===== src/tvp_pkg.sv =====
// constants for the television pwm dac bank
package tvp_pkg;
	// special function register addresses
	localparam logic [7:0] TVP_ADDR_FINE_LOW  = 8'h00_D2;
	localparam logic [7:0] TVP_ADDR_FINE_HIGH = 8'h00_D3;
	localparam logic [7:0] TVP_ADDR_DUTY0     = 8'h00_D5;
	localparam logic [7:0] TVP_ADDR_DUTY1     = 8'h00_D6;
	localparam logic [7:0] TVP_ADDR_DUTY2     = 8'h00_D7;
	localparam logic [7:0] TVP_ADDR_DUTY3     = 8'h00_DC;
	localparam logic [7:0] TVP_ADDR_DUTY4     = 8'h00_DD;
	localparam logic [7:0] TVP_ADDR_DUTY5     = 8'h00_DE;
	localparam logic [7:0] TVP_ADDR_DUTY6     = 8'h00_DF;
	localparam logic [7:0] TVP_ADDR_DUTY7     = 8'h00_E4;
	// field positions
	localparam int TVP_TAKEOVER_BIT = 7;
	localparam int TVP_COARSE_LSB_BIT = 7;
	// reset values
	localparam logic [7:0] TVP_DUTY_RST = 8'h00_40;
	localparam logic [7:0] TVP_FINE_RST = 8'h00_00;
	// timing: oscillator 12 mhz, one step 0.33 us = four periods
	localparam int TVP_OSC_KHZ       = 12000;
	localparam int TVP_STEP_OSC      = 4;
	localparam int TVP_CORE_KHZ      = 200000;
	localparam int TVP_DUTY_STEPS    = 64;
	localparam int TVP_FINE_STEPS    = 128;
	localparam int TVP_FINE_CYCLES   = 128;
endpackage


===== src/tvp_pwm_bank.sv =====
// eight six bit pwm dacs and one fourteen bit pwm dac with pin takeover
`timescale 1ns/1ps
`default_nettype none
module tvp_pwm_bank
	import tvp_pkg::*;
#(
	parameter int CORE_KHZ = TVP_CORE_KHZ
)
(
	input  wire logic       core_clk_in,
	input  wire logic       rst_in,
	input  wire logic [7:0] sfr_addr_in,
	input  wire logic [7:0] sfr_wdata_in,
	input  wire logic       sfr_wr_in,
	input  wire logic       sfr_rd_in,
	output logic      [7:0] sfr_rdata_out,
	input  wire logic [7:0] port2_latch_in,
	input  wire logic       port3_bit4_latch_in,
	output logic      [7:0] port2_pin_out,
	output logic            port3_bit4_pin_out
);
	// clock divider: core cycles per step, step = four oscillator periods
	localparam int STEP_DIV = (CORE_KHZ * TVP_STEP_OSC) / TVP_OSC_KHZ;
	localparam logic [7:0] STEP_LAST = 8'(STEP_DIV - 1);

	initial
	begin
		if (STEP_DIV < 1 || STEP_DIV > 256)
			$error("core clock rate cannot make the pwm step");
	end

	logic [7:0] div_ff;
	logic       step_en_ff;
	logic [6:0] step_ff;
	logic [6:0] frame_ff;
	logic [7:0] duty_reg_ff [8];
	logic [7:0] fine_low_ff;
	logic [7:0] fine_high_ff;
	logic [13:0] fine_act_ff;
	logic       fine_en_ff;
	logic       fine_pwm_ff;
	logic [7:0] p2_ff;
	logic       p34_ff;
	logic [7:0] rdata_ff;

	logic [7:0] nxt_div;
	logic       nxt_step_en;
	logic [7:0] chan_pwm;
	logic [7:0] wr_duty;
	logic       wr_low;
	logic       wr_high;
	logic       period64;
	logic       period128;
	logic [6:0] nxt_step;
	logic [6:0] base_w;
	logic [6:0] ext_n;
	logic       ext_now;
	logic [6:0] rev_frame;
	logic       nxt_fine_pwm;
	logic [7:0] nxt_p2;
	logic       nxt_p34;
	logic [7:0] nxt_rdata;
	logic [7:0] duty_sel;
	logic       duty_hit;

	localparam logic [7:0] DUTY_ADDR [8] = '{TVP_ADDR_DUTY0,
		TVP_ADDR_DUTY1, TVP_ADDR_DUTY2, TVP_ADDR_DUTY3, TVP_ADDR_DUTY4,
		TVP_ADDR_DUTY5, TVP_ADDR_DUTY6, TVP_ADDR_DUTY7};

	// step enable from core clock divider
	assign nxt_div     = (div_ff == STEP_LAST) ? 8'h00_00 : div_ff + 8'h00_01;
	assign nxt_step_en = (div_ff == STEP_LAST);
	assign nxt_step    = step_en_ff ? step_ff + 7'd1 : step_ff;
	assign period64    = step_en_ff && (step_ff[5:0] == 6'h3F);
	assign period128   = step_en_ff && (step_ff == 7'h7F);

	// divider and step counter
	always_ff @(posedge core_clk_in)
	begin
		if (rst_in)
		begin
			div_ff     <= 8'h00_00;
			step_en_ff <= 1'b0;
			step_ff    <= 7'h00;
			frame_ff   <= 7'h00;
		end
		else
		begin
			div_ff     <= nxt_div;
			step_en_ff <= nxt_step_en;
			step_ff    <= nxt_step;
			if (period128)
				frame_ff <= frame_ff + 7'd1;
		end
	end

	// write strobes per register
	assign wr_low  = sfr_wr_in && (sfr_addr_in == TVP_ADDR_FINE_LOW);
	assign wr_high = sfr_wr_in && (sfr_addr_in == TVP_ADDR_FINE_HIGH);

	// eight duty channels with their registers
	genvar gi;
	generate
		for (gi = 0; gi < 8; gi++)
		begin : g_chan
			assign wr_duty[gi] = sfr_wr_in && (sfr_addr_in == DUTY_ADDR[gi]);
			// control register: takeover bit and duty value
			always_ff @(posedge core_clk_in)
			begin
				if (rst_in)
					duty_reg_ff[gi] <= TVP_DUTY_RST;
				else if (wr_duty[gi])
					duty_reg_ff[gi] <= sfr_wdata_in;
			end
			tvp_duty_chan u_chan (
				.core_clk_in     (core_clk_in),
				.rst_in          (rst_in),
				.period_start_in (period64),
				.step_in         (step_ff[5:0]),
				.duty_in         (duty_reg_ff[gi][5:0]),
				.pwm_out         (chan_pwm[gi])
			);
		end
	endgenerate

	// fine dac registers; active value loaded on high byte write
	always_ff @(posedge core_clk_in)
	begin
		if (rst_in)
		begin
			fine_low_ff  <= TVP_FINE_RST;
			fine_high_ff <= TVP_FINE_RST;
			fine_act_ff  <= 14'h0000;
			fine_en_ff   <= 1'b0;
		end
		else
		begin
			if (wr_low)
				fine_low_ff <= sfr_wdata_in;
			if (wr_high)
				fine_high_ff <= sfr_wdata_in;
			if (wr_high)
				fine_act_ff <= {sfr_wdata_in[5:0], fine_low_ff};
			if (wr_high)
				fine_en_ff <= sfr_wdata_in[TVP_TAKEOVER_BIT];
		end
	end

	// fine pwm: base width plus spread extension step
	assign base_w    = fine_act_ff[13:7];
	assign ext_n     = fine_act_ff[6:0];
	assign rev_frame = {frame_ff[0], frame_ff[1], frame_ff[2], frame_ff[3],
		frame_ff[4], frame_ff[5], frame_ff[6]};
	assign ext_now   = (rev_frame < ext_n);
	assign nxt_fine_pwm = (step_ff < base_w) ||
		(ext_now && (step_ff == base_w));

	// pin multiplex between pwm and port latch
	assign nxt_p2 = {duty_reg_ff[6][7] ? chan_pwm[6] : port2_latch_in[7],
		duty_reg_ff[5][7] ? chan_pwm[5] : port2_latch_in[6],
		duty_reg_ff[4][7] ? chan_pwm[4] : port2_latch_in[5],
		duty_reg_ff[3][7] ? chan_pwm[3] : port2_latch_in[4],
		duty_reg_ff[2][7] ? chan_pwm[2] : port2_latch_in[3],
		duty_reg_ff[1][7] ? chan_pwm[1] : port2_latch_in[2],
		duty_reg_ff[0][7] ? chan_pwm[0] : port2_latch_in[1],
		fine_en_ff ? fine_pwm_ff : port2_latch_in[0]};
	assign nxt_p34 = duty_reg_ff[7][7] ? chan_pwm[7] : port3_bit4_latch_in;

	// register read mux, unused bit six reads zero
	always_comb
	begin
		duty_sel = 8'h00_00;
		duty_hit = 1'b0;
		for (int i = 0; i < 8; i++)
		begin
			if (sfr_addr_in == DUTY_ADDR[i])
			begin
				duty_sel = duty_reg_ff[i] & 8'h00_BF;
				duty_hit = 1'b1;
			end
		end
	end
	assign nxt_rdata = !sfr_rd_in ? rdata_ff :
		(sfr_addr_in == TVP_ADDR_FINE_LOW) ? fine_low_ff :
		(sfr_addr_in == TVP_ADDR_FINE_HIGH) ? (fine_high_ff & 8'h00_BF) :
		duty_hit ? duty_sel : 8'h00_00;

	// registered outputs
	always_ff @(posedge core_clk_in)
	begin
		if (rst_in)
		begin
			fine_pwm_ff <= 1'b0;
			p2_ff       <= 8'h00_FF;
			p34_ff      <= 1'b1;
			rdata_ff    <= 8'h00_00;
		end
		else
		begin
			fine_pwm_ff <= nxt_fine_pwm;
			p2_ff       <= nxt_p2;
			p34_ff      <= nxt_p34;
			rdata_ff    <= nxt_rdata;
		end
	end

	assign port2_pin_out      = p2_ff;
	assign port3_bit4_pin_out = p34_ff;
	assign sfr_rdata_out      = rdata_ff;

	// checks
	property p_step_period;
		@(posedge core_clk_in) disable iff (rst_in)
		step_en_ff |=> !step_en_ff [*2];
	endproperty
	a_step_period: assert property (p_step_period)
		else $error("step enable too frequent");

	property p_hi_load;
		@(posedge core_clk_in) disable iff (rst_in)
		wr_high |=> fine_act_ff == {$past(sfr_wdata_in[5:0]), $past(fine_low_ff)};
	endproperty
	a_hi_load: assert property (p_hi_load)
		else $error("fine value not loaded on high write");

	property p_low_hold;
		@(posedge core_clk_in) disable iff (rst_in)
		(wr_low && !wr_high) |=> $stable(fine_act_ff);
	endproperty
	a_low_hold: assert property (p_low_hold)
		else $error("low write changed active value");

	property p_port_follow;
		@(posedge core_clk_in) disable iff (rst_in)
		!duty_reg_ff[0][7] |=> port2_pin_out[1] == $past(port2_latch_in[1]);
	endproperty
	a_port_follow: assert property (p_port_follow)
		else $error("port pin not following latch");

	property p_pwm_drive;
		@(posedge core_clk_in) disable iff (rst_in)
		duty_reg_ff[7][7] |=> port3_bit4_pin_out == $past(chan_pwm[7]);
	endproperty
	a_pwm_drive: assert property (p_pwm_drive)
		else $error("pwm not driving port3 bit4");

	property p_fine_pin;
		@(posedge core_clk_in) disable iff (rst_in)
		fine_en_ff |=> port2_pin_out[0] == $past(fine_pwm_ff);
	endproperty
	a_fine_pin: assert property (p_fine_pin)
		else $error("fine pwm not on port2 bit0");

	property p_fine_zero;
		@(posedge core_clk_in) disable iff (rst_in)
		(fine_act_ff == 14'h0000) |=> !fine_pwm_ff;
	endproperty
	a_fine_zero: assert property (p_fine_zero)
		else $error("zero value gave a pulse");

	property p_fine_base;
		@(posedge core_clk_in) disable iff (rst_in)
		(step_ff < base_w) |=> fine_pwm_ff;
	endproperty
	a_fine_base: assert property (p_fine_base)
		else $error("fine pulse low inside base width");
endmodule
`default_nettype wire


===== src/tvp_duty_chan.sv =====
// one six bit pwm channel with period-aligned duty reload
`timescale 1ns/1ps
`default_nettype none
module tvp_duty_chan
	import tvp_pkg::*;
(
	input  wire logic       core_clk_in,
	input  wire logic       rst_in,
	input  wire logic       period_start_in,
	input  wire logic [5:0] step_in,
	input  wire logic [5:0] duty_in,
	output logic            pwm_out
);
	logic [5:0] duty_ff;
	logic       pwm_ff;
	logic [5:0] nxt_duty;
	logic       nxt_pwm;

	// duty latched only at period start, high while step below duty
	assign nxt_duty = period_start_in ? duty_in : duty_ff;
	assign nxt_pwm  = (step_in < nxt_duty);
	assign pwm_out  = pwm_ff;

	// hold active duty and the output bit
	always_ff @(posedge core_clk_in)
	begin
		if (rst_in)
		begin
			duty_ff <= TVP_DUTY_RST[5:0];
			pwm_ff  <= 1'b0;
		end
		else
		begin
			duty_ff <= nxt_duty;
			pwm_ff  <= nxt_pwm;
		end
	end
endmodule
`default_nettype wire


===== config.mk =====
export PLATFORM = sky130hd
export DESIGN_NAME = tvp_pwm_bank
export DESIGN_NICKNAME = d
export VERILOG_FILES = /design/src/tvp_pkg.sv /design/src/tvp_pwm_bank.sv /design/src/tvp_duty_chan.sv
export SDC_FILE = /design/constraint.sdc
export NUM_CORES = 1
export LEC_CHECK = 0
export BUFFER_PORTS_ARGS = -buffer_cell sky130_fd_sc_hd__buf_2
export CAP_MARGIN = 20
export CORE_MARGIN = 5
export CORE_UTILIZATION = 45
export DETAILED_ROUTE_END_ITERATION = 6
export SETUP_SLACK_MARGIN = 0.4
export SLEW_MARGIN = 20
export SYNTH_ARGS = -nofsm -noshare
export SYNTH_HDL_FRONTEND = slang
export SYNTH_SLANG_ARGS = --single-unit

===== constraint.sdc =====
create_clock -name core_clk_in -period 3.3 [get_ports core_clk_in]
set_clock_uncertainty 0.1 [all_clocks]
set_input_delay 0.66 -clock core_clk_in [delete_from_list [all_inputs] [get_ports core_clk_in]]
set_output_delay 0.66 -clock core_clk_in [all_outputs]
set_load 0.05 [all_outputs]

# After elaboration in Yosys (flattened, before gate mapping)
# Memory sizes are Yosys's and may differ from the RTL's.
# Cells that the tools add are included.
[classes] addsub=3 magnitude_cmp=10 eq_ne=14 n_mux=70 bitwise_logic=8 reduce_logical=15
[ops] operator="$mux W8" n=19
[ops] operator="$eq A8 B8 Y1 const B" n=10
[ops] operator="$lt A6 B6 Y1" n=8
[ops] operator="$mux W6" n=8
[ops] operator="$mux W1" n=43
[ops] operator="$add A7 B1 Y7 const B" n=2
[ops] operator="$lt A7 B7 Y1" n=2
[ops] operator="$logic_and A1 B1 Y1" n=13
[ops] operator="$add A8 B1 Y8 const B" n=1
[ops] operator="$eq A8 B7 Y1 const B" n=1
[ops] operator="$or A1 B1 Y1" n=8
[ops] operator="$eq A7 B7 Y1" n=1
[ops] operator="$eq A7 B7 Y1 const B" n=1
[ops] operator="$eq A6 B6 Y1 const B" n=1
[ops] operator="$reduce_or A2 Y1" n=1
[ops] operator="$logic_or A1 B1 Y1" n=1
[word_totals] reg_bits=128 mem_bits_rw=64 input_bits=29 output_inout_bits=17 wordCells=149 mem_count=1
[mem_list] memory="duty_reg_ff" words=8 word_bits=8 rd=8 rd_clocked_by_memory_dff=0 write_ports=8 line="tvp_pwm_bank.sv:36" source="logic [7:0] duty_reg_ff [8];"

# Logic depth before layout (Yosys ltp)
# Gate-level depths: netlist (run 1).
[logic_depth] word_depth=12 depth_mapped=11

# By module
# Synthesis (run 1) repeated with hierarchy kept, for this count alone.
[hier_totals] hier_cells=826 hier_area_um2=8613.3
[modules_own_cells] mod="tvp_pwm_bank" instances=1 cells_each=554 area_each_um2=5820.6
[modules_own_cells] mod="tvp_duty_chan" instances=8 cells_each=34 area_each_um2=349.1

# Least setup slack after synthesis (run 1)
# Ideal clock, no wire load.
[synth_timing] kind="reg-to-reg" start="register step_ff[1]" end="register g_chan[7].u_chan.pwm_ff" arrival_time_ns=2.622 t_required_ns=3.140 slack_ns=0.519 path_stages_with_launch=12 path_buffers=2 period_less_slack_ns=2.781 cell_sequence="dfxtp_1 > ha_1 > nand3_2 > nor2_8 > buf_6 > buf_6 > mux2i_1 > ha_1 > a21o_1 > a21o_1 > a211oi_1 > and3_1"
[synth_via] elab_chain_len=4
[synth_rtl] item="start: declaration" line="tvp_pwm_bank.sv:34" source="logic [6:0] step_ff;"
[synth_rtl] item="start signal: assignment" line="tvp_pwm_bank.sv:91" source="step_ff <= nxt_step;"
[synth_rtl] item="$eq A6 B6 Y1" line="tvp_pwm_bank.sv:74" source="assign period64 = step_en_ff && (step_ff[5:0] == 6'h3F);"
[synth_rtl] item="$logic_and A1 B1 Y1" line="tvp_pwm_bank.sv:74"
[synth_rtl] item="$mux W6" line="tvp_duty_chan.sv:20" source="assign nxt_duty = period_start_in ? duty_in : duty_ff;"
[synth_rtl] item="$lt A6 B6 Y1 *" line="tvp_duty_chan.sv:21" source="assign nxt_pwm = (step_in < nxt_duty);"
[synth_rtl] item="end signal: assignment" line="tvp_duty_chan.sv:35" source="pwm_ff <= nxt_pwm;"
[synth_rtl] item="end: declaration" line="tvp_duty_chan.sv:15" source="logic pwm_ff;"
# Mark *: on every way between the ends. The rest lies on a longest branch, timed or not.
# A chain may end at the register's enable or synchronous reset.

# Final worst setup path (run 1)
[layout_timing] start="register step_ff[0]" end="register g_chan[7].u_chan.pwm_ff"
# The elaborated chain is that of the path after synthesis.

==> results of run 1 <==
==> final timing paths <==
kind,start,to,cells past startpoint
worst max register to register,step_ff[0],g_chan[7].u_chan.pwm_out,11
worst max-delay path,step_ff[0],g_chan[7].u_chan.pwm_out,11
worst min register to register,g_chan[3].u_chan.pwm_out,port2_pin_out[4],1
worst min-delay path,g_chan[3].u_chan.pwm_out,port2_pin_out[4],1
==> synthesized netlist by cell type, drive strengths merged, types with 5 or more instances <==
cell type	count	share of area
a21oi	12	0.0071
o22ai	6	0.0044
inv	18	0.0080
o221ai	6	0.0062
buf	25	0.019
o21ai	18	0.011
xnor2	6	0.0062
a22oi	13	0.012
dfxtp	120	0.28
ha	57	0.084
a211o	9	0.0093
o211ai	9	0.0080
a31oi	6	0.0044
nor3	8	0.0053
mux2i	78	0.092
nand2	26	0.012
nor2	109	0.051
and2	56	0.041
mux2	13	0.017
a31o	5	0.0052
a211oi	10	0.010
edfxtp	56	0.20
o2111a	8	0.011
nor2b	13	0.0096
nand3	15	0.011
clkbuf	12	0.0053
nand4	7	0.0059
and3	9	0.0066
a21o	16	0.014
xor2	9	0.0093
==> through the flow <==
| step | power, mW | hold WS, ns | setup WS (ns) |
|---|---|---|---|
| after floorplan | 2.49 | 0.316 | 0.519 |
| after global placement | 2.58 | 0.321 | 0.482 |
| after detailed placement | 2.59 | 0.331 | 0.392 |
| after CTS | 4.52 | 0.346 | 0.446 |
| after global routing | 4.64 | 0.358 | 0.428 |
| final | 4.49 | 0.343 | 0.631 |
==> sequential cells by signal, summed over array words and instances (netlist names), 7 cells and up <==
signal                 count
fine_low_ff                8
frame_ff                   7
port2_pin_out              8
div_ff                     8
duty_reg_ff               56
sfr_rdata_out              8
g_chan.u_chan.duty_ff     48
step_ff                    7
fine_high_ff               7
fine_act_ff                8
g_chan.u_chan.pwm_out      8
==> cells by family (layout without fill, tap and decap cells) <==
group | Yosys count | after routing
adders and majority gates | 57 | 57
muxes | 92 | 92
and+or+nand+nor | 260 | 260
AOI/OAI and AO/OA | 131 | 131
xor gates and xnor gates | 15 | 15
buffers and inverters | 55 | 117
DFF | 176 | 176
==> layout by cell type, fill, tap and decap left out, types with 8 or more instances in the layout <==
cell type,n
dfxtp_1,120
nor2_1,106
mux2i_1,78
ha_1,57
and2_1,56
edfxtp_1,56
buf_2,44
nand2_1,25
clkbuf_16,19
buf_4,19
o21ai_0,18
inv_1,18
a21o_1,16
mux2_2,13
a22oi_1,13
nor2b_1,13
nand3_1,12
a21oi_1,12
xor2_1,9
a211oi_1,9
o211ai_1,9
and3_1,9
a211o_1,9
o2111a_1,8
==> worst max-delay path, cell delays in order (launching register included) <==
cell and delay, ns:
dfxtp_1 0.34, ha_1 0.21, nand3_2 0.14, nor2_8 0.22
buf_12 0.15, buf_12 0.17, mux2i_1 0.26, ha_1 0.28
a21o_1 0.18, a21o_1 0.17, a211oi_1 0.21, and3_1 0.17
==> per-layer routing <==
layer	global-route usage	share of wire	vias up
met5	0	0	-
met2	0.342	0.49	123
met3	0.0429	0.042	14
met4	0.0489	0.012	0
li1	-	-	2938
met1	0.262	0.46	2934
==> area by class of cell <==
| cell class | instances | area (um2) | area share |
|---|---|---|---|
| well taps | 234 | 293 | 0.0306 |
| inverters | 18 | 67.6 | 0.00706 |
| multi-input cells | 555 | 4120 | 0.430 |
| flip-flops and latches | 176 | 4080 | 0.427 |
| clock buffers | 29 | 553 | 0.0578 |
| clock inverters | 3 | 17.5 | 0.00183 |
| repair buffers | 67 | 443 | 0.0463 |
==> repair_timing <==
item	4_1_cts	5_1_grt
endpoints found under the setup margin	0	3
resized for setup	0	0
setup buffers	0	9
==> where the power goes <==
| group | internal [mW] | leakage, nW | switching, mW |
|---|---|---|---|
| registers | 2.28 | 1.50 | 0.0367 |
| clock network | 1.14 | 0.283 | 0.808 |
| logic | 0.0714 | 1.98 | 0.154 |
==> results.cfg, run 1 <==
[clocking]
clock_path_buffers = 2
h-tree-depth = 4
insertion_delay_ns = 0.43
tritoncts = yes
cts_root_buffer = clkbuf_16
hold_buffers = 0
clk_pin_slew_ns = 0.06
cts_sinks = 176
cts_buffers = 17

[timing]
rsz0062_at_grt = false
fmax_ghz = 0.375
hold_violations = 0
worst_pin_slew_ns = 1.11
setup_viol = 0
final-max-slew-violation-count = 0
setup_tns_ns = 0
slew_headroom = 0.257
post-route-min-period_ns = 2.67
min_period_over_period = 0.809

[critical_path]
critPathKind = reg2reg
crit_path_max_fanout = 18
arrival_ns = 2.94
required_ns = 3.57
rrSetupSlack_ns = 0.63
crit_path_end_kind = register
crit_path_start_kind = register

[drt]
routedWlPerCell_um = 19.7
drt-pass1-iter-count = 5
drt_iter0_markers = 321
vias = 6009
wl_mm = 21.3
drc = 0
drtAntennaViolNets = 0
viasPerCell = 5.55

[synthesis]
syn_area_per_cell_um2 = 10.8
synth.area.mux_share = 0.112
ys.flop_type = dfxtp_1
async_reset_ff_frac = 0
synth_cells = 786
yosysWarningCount = 0
synth_top_family_by_area = simple AND/OR/NAND/NOR gates
synthAdderAreaFrac = 0.0842
synth_simple_gate_area_frac = 0.160
synth_edf_count = 56
ys_seq_area_frac = 0.482
ys_types = 63
synth_area_um2 = 8470
synth_nets = 872
synth_compound_area_frac = 0.114
synth-xor-area-share = 0.0155
ys_seq_elements = 176

[placed_design]
portBuffers = 45
placed_cell_area_um2 = 8920
globalplace.congestion = 0.842
hpwlAfterDp_mm = 15.1
place_inst = 1041

[outcome]
status = finished clean

[power_and_ir_drop]
cellPowerDensity_nw_per_um2 = 469
total_leakage_power_nw = 3.77
vdd_ir_drop_max_uv = 370

[grt]
antenna_found_initial = 1
grt_pass1_wl_mm = 33.7
grt_use_total = 0.201
globalRoute.totalOverflow = 0
grt_pass1_vias = 6016
grt_max_degree = 69

[floorplan]
die-area_um2 = 21700
die_x_um = 147
rows = 50
start_util = 0.454
core_area_um2 = 18600
num_io_pins = 46
die_h_um = 147

[final_layout]
drive_above_1_share = 0.146
num-fill-cells = 1687
layout.nets = 921
final_util = 0.513
antenna_cells = 0
syn2layout_area_growth_pct = 13.0
final_area_um2 = 9570
final_cells = 1082

[flow_run]
maxCapViolCount = 0

[worst_hold_path]
worstHoldPathType = reg2reg
(Power assumes the default switching activity.)
==> inputs of run 2 (changes only) <==
- ABC_AREA: default -> 1
- clock period: 3.3 -> 2.4 ns (I/O delays scaled with it)
==> results.cfg, run 2 <==
[synthesis]
ys_seq_elements = 176
yosysWarningCount = 0
ys_types = 38
yosysMostFrequentCell = nor2_1
synth_cells = 953
synth.area.top_cells = dfxtp_1, edfxtp_1, ha_1
yosys.area.top_type_share = 0.290
ys.flop_type = dfxtp_1
ys_seq_area_frac = 0.494
synth_edf_count = 56
ys_top_cells_by_count = nor2_1, nand2_1, dfxtp_1
synth_area_leader_cell = dfxtp_1
syn_area_per_cell_um2 = 8.68
synth_nets = 1039
async_reset_ff_frac = 0
synth_area_um2 = 8270

[floorplan]
die_h_um = 146
core_area_um2 = 18000
num_io_pins = 46
start_util = 0.459
die_x_um = 146
rows = 49
die-area_um2 = 21200

[final_layout]
seq_area_um2 = 4090
num-fill-cells = 1699
drive_above_1_share = 0.157
multi_input_area_um2 = 3880
reg.largest.list = duty_reg_ff (56), g_chan.u_chan.duty_ff (48)
mostFrequentLayoutCell = nor2_1
largest_reg_flops = 56
regMostFlops = duty_reg_ff
final_util = 0.543
layout.nets = 1106
antenna_cells = 0
final_cells = 1262
syn2layout_area_growth_pct = 18.2
mostFrequentLayoutCells = nor2_1, nand2_1, dfxtp_1

[timing]
rsz0062_at_grt = true
post-route-min-period_ns = 2.18
slew_headroom = 0.644
hold-worst-slack_ns = 0.152
fmax_ghz = 0.459
hold_violations = 0
min_period_over_period = 0.908
setup_tns_ns = 0
setup_viol = 0
worst_pin_slew_ns = 0.533
final-max-slew-violation-count = 0

[drt]
drt_iter0_markers = 427
viasPerCell = 5.23
wl_mm = 21.0
vias = 6597
routedWlPerCell_um = 16.6
drt-pass1-iter-count = 5
drc = 0
drtAntennaViolNets = 0

[grt]
grt_pass1_wl_mm = 33.2
grt_use_total = 0.197
top_usage_layer = met2
grtUsageMet2 = 0.316
antenna_found_initial = 0
grt_max_degree = 45
globalRoute.totalOverflow = 0
grt_pass1_vias = 6282
use_met3 = 0.0392
met1_usage = 0.277

[worst_hold_path]
holdPathStages = 3
min_to = port3_bit4_pin_out
hp-start = port3_bit4_latch_in
worstHoldPathType = in2reg

[critical_path]
crit_path_start_kind = register
crit_path_max_fanout = 15
rrSetupSlack_ns = 0.22
reg2reg_depth = 11
required_ns = 2.66
r2r_end = g_chan[0].u_chan.pwm_out
crit_path_end_kind = register
arrival_ns = 2.44
critPathKind = reg2reg
rr_startpoint = step_ff[1]

[power_and_ir_drop]
total_leakage_power_nw = 4.31
vdd_ir_drop_max_uv = 544
cellPowerDensity_nw_per_um2 = 656
power.total_mw = 6.42

[clocking]
cts_root_buffer = clkbuf_16
tritoncts = yes
h-tree-depth = 4
cts_buffers = 17
cts_sinks = 176
hold_buffers = 0
insertion_delay_ns = 0.43
clock_path_buffers = 2
clk_pin_slew_ns = 0.06

[placed_design]
globalplace.congestion = 0.862
portBuffers = 45
hpwlAfterDp_mm = 14.7
place_inst = 1220

[outcome]
status = finished clean

[flow_run]
maxCapViolCount = 0
-- run 2: changes by cell type after synthesis, moves of 36 or more --
| cell | change |
|---|---|
| a21oi_1 | +77 |
| o21ai_0 | +36 |
| nor2_1 | +39 |
| mux2i_1 | -44 |
| inv_1 | +67 |
| nand2_1 | +119 |
| and2_1 | -56 |
-- run 2: worst max-delay path, cell delays in order (launching register included) --
cell and delay (ns):
dfxtp_4 0.36, ha_4 0.14, nand3_4 0.08, nor3_4 0.18, nand2_4 0.14, buf_12 0.19, mux2i_1 0.21, ha_1 0.29
a21oi_1 0.15, o21a_1 0.13, o21ai_1 0.05, nor2_1 0.08
-- run 2: cell type report --
class,instances,share of cell area
clock buffers,20,0.0457
clock inverters,12,0.0182
inverters,88,0.0340
multi-input cells,657,0.396
flip-flops and latches,176,0.419
well taps,229,0.0293
repair buffers,80,0.0580
-- run 2: repair_timing --
item / in CTS / in global routing
gates cloned: 1 / 2
endpoints found under the setup margin: 10 / 12
resized for setup: 9 / 27
pin swaps: 4 / 4
buffers inserted: 2 / 5
-- run 2: worst max-delay path by stage --
stage,start,to,slack (ns),cells past startpoint
global route,step_ff[1],g_chan[4].u_chan.pwm_out,0.07,11
detailed placement,step_ff[0],g_chan[1].u_chan.pwm_out,0.15,11
global placement,sfr_addr_in[3],sfr_rdata_out[2],0.14,12
CTS,step_ff[1],g_chan[1].u_chan.pwm_out,0.22,11
finish,step_ff[1],g_chan[0].u_chan.pwm_out,0.22,11
floorplan,step_ff[1],g_chan[0].u_chan.pwm_out,0.16,12
-- run 2: kinds of logic (layout without fill, tap and decap cells) --
group / after synthesis / count (layout) / share of synthesized area
AO/OA/AOI/OAI: 170 / 170 / 0.109
XOR/XNOR: 1 / 1 / 0.00106
adder cells (fa/ha/maj): 57 / 57 / 0.0862
buffers and inverters: 120 / 200 / 0.0584
flip-flops: 176 / 176 / 0.494
multiplexers: 34 / 34 / 0.0411
AND/OR/NAND/NOR: 395 / 395 / 0.210
-- run 2: routing by layer --
| metal | share of wire | wire (um) |
|---|---|---|
| met1 | 0.48 | 9990 |
| met4 | 0.013 | 282 |
| met3 | 0.043 | 899 |
| met5 | 0 | 0 |
| met2 | 0.47 | 9830 |
-- run 2: stage by stage --
stage                     cell area (um2)  setup slack [ns]
after floorplan                      8340             0.159
after global placement               8880             0.138
after detailed placement             8880             0.151
after CTS                            9570             0.217
after global routing                 9780            0.0680
final                                9780             0.220
-- run 2: where the power goes --
group,switching [mW],internal [mW]
Combinational,0.208,0.0661
Sequential,0.0542,3.13
Clock,1.18,1.78
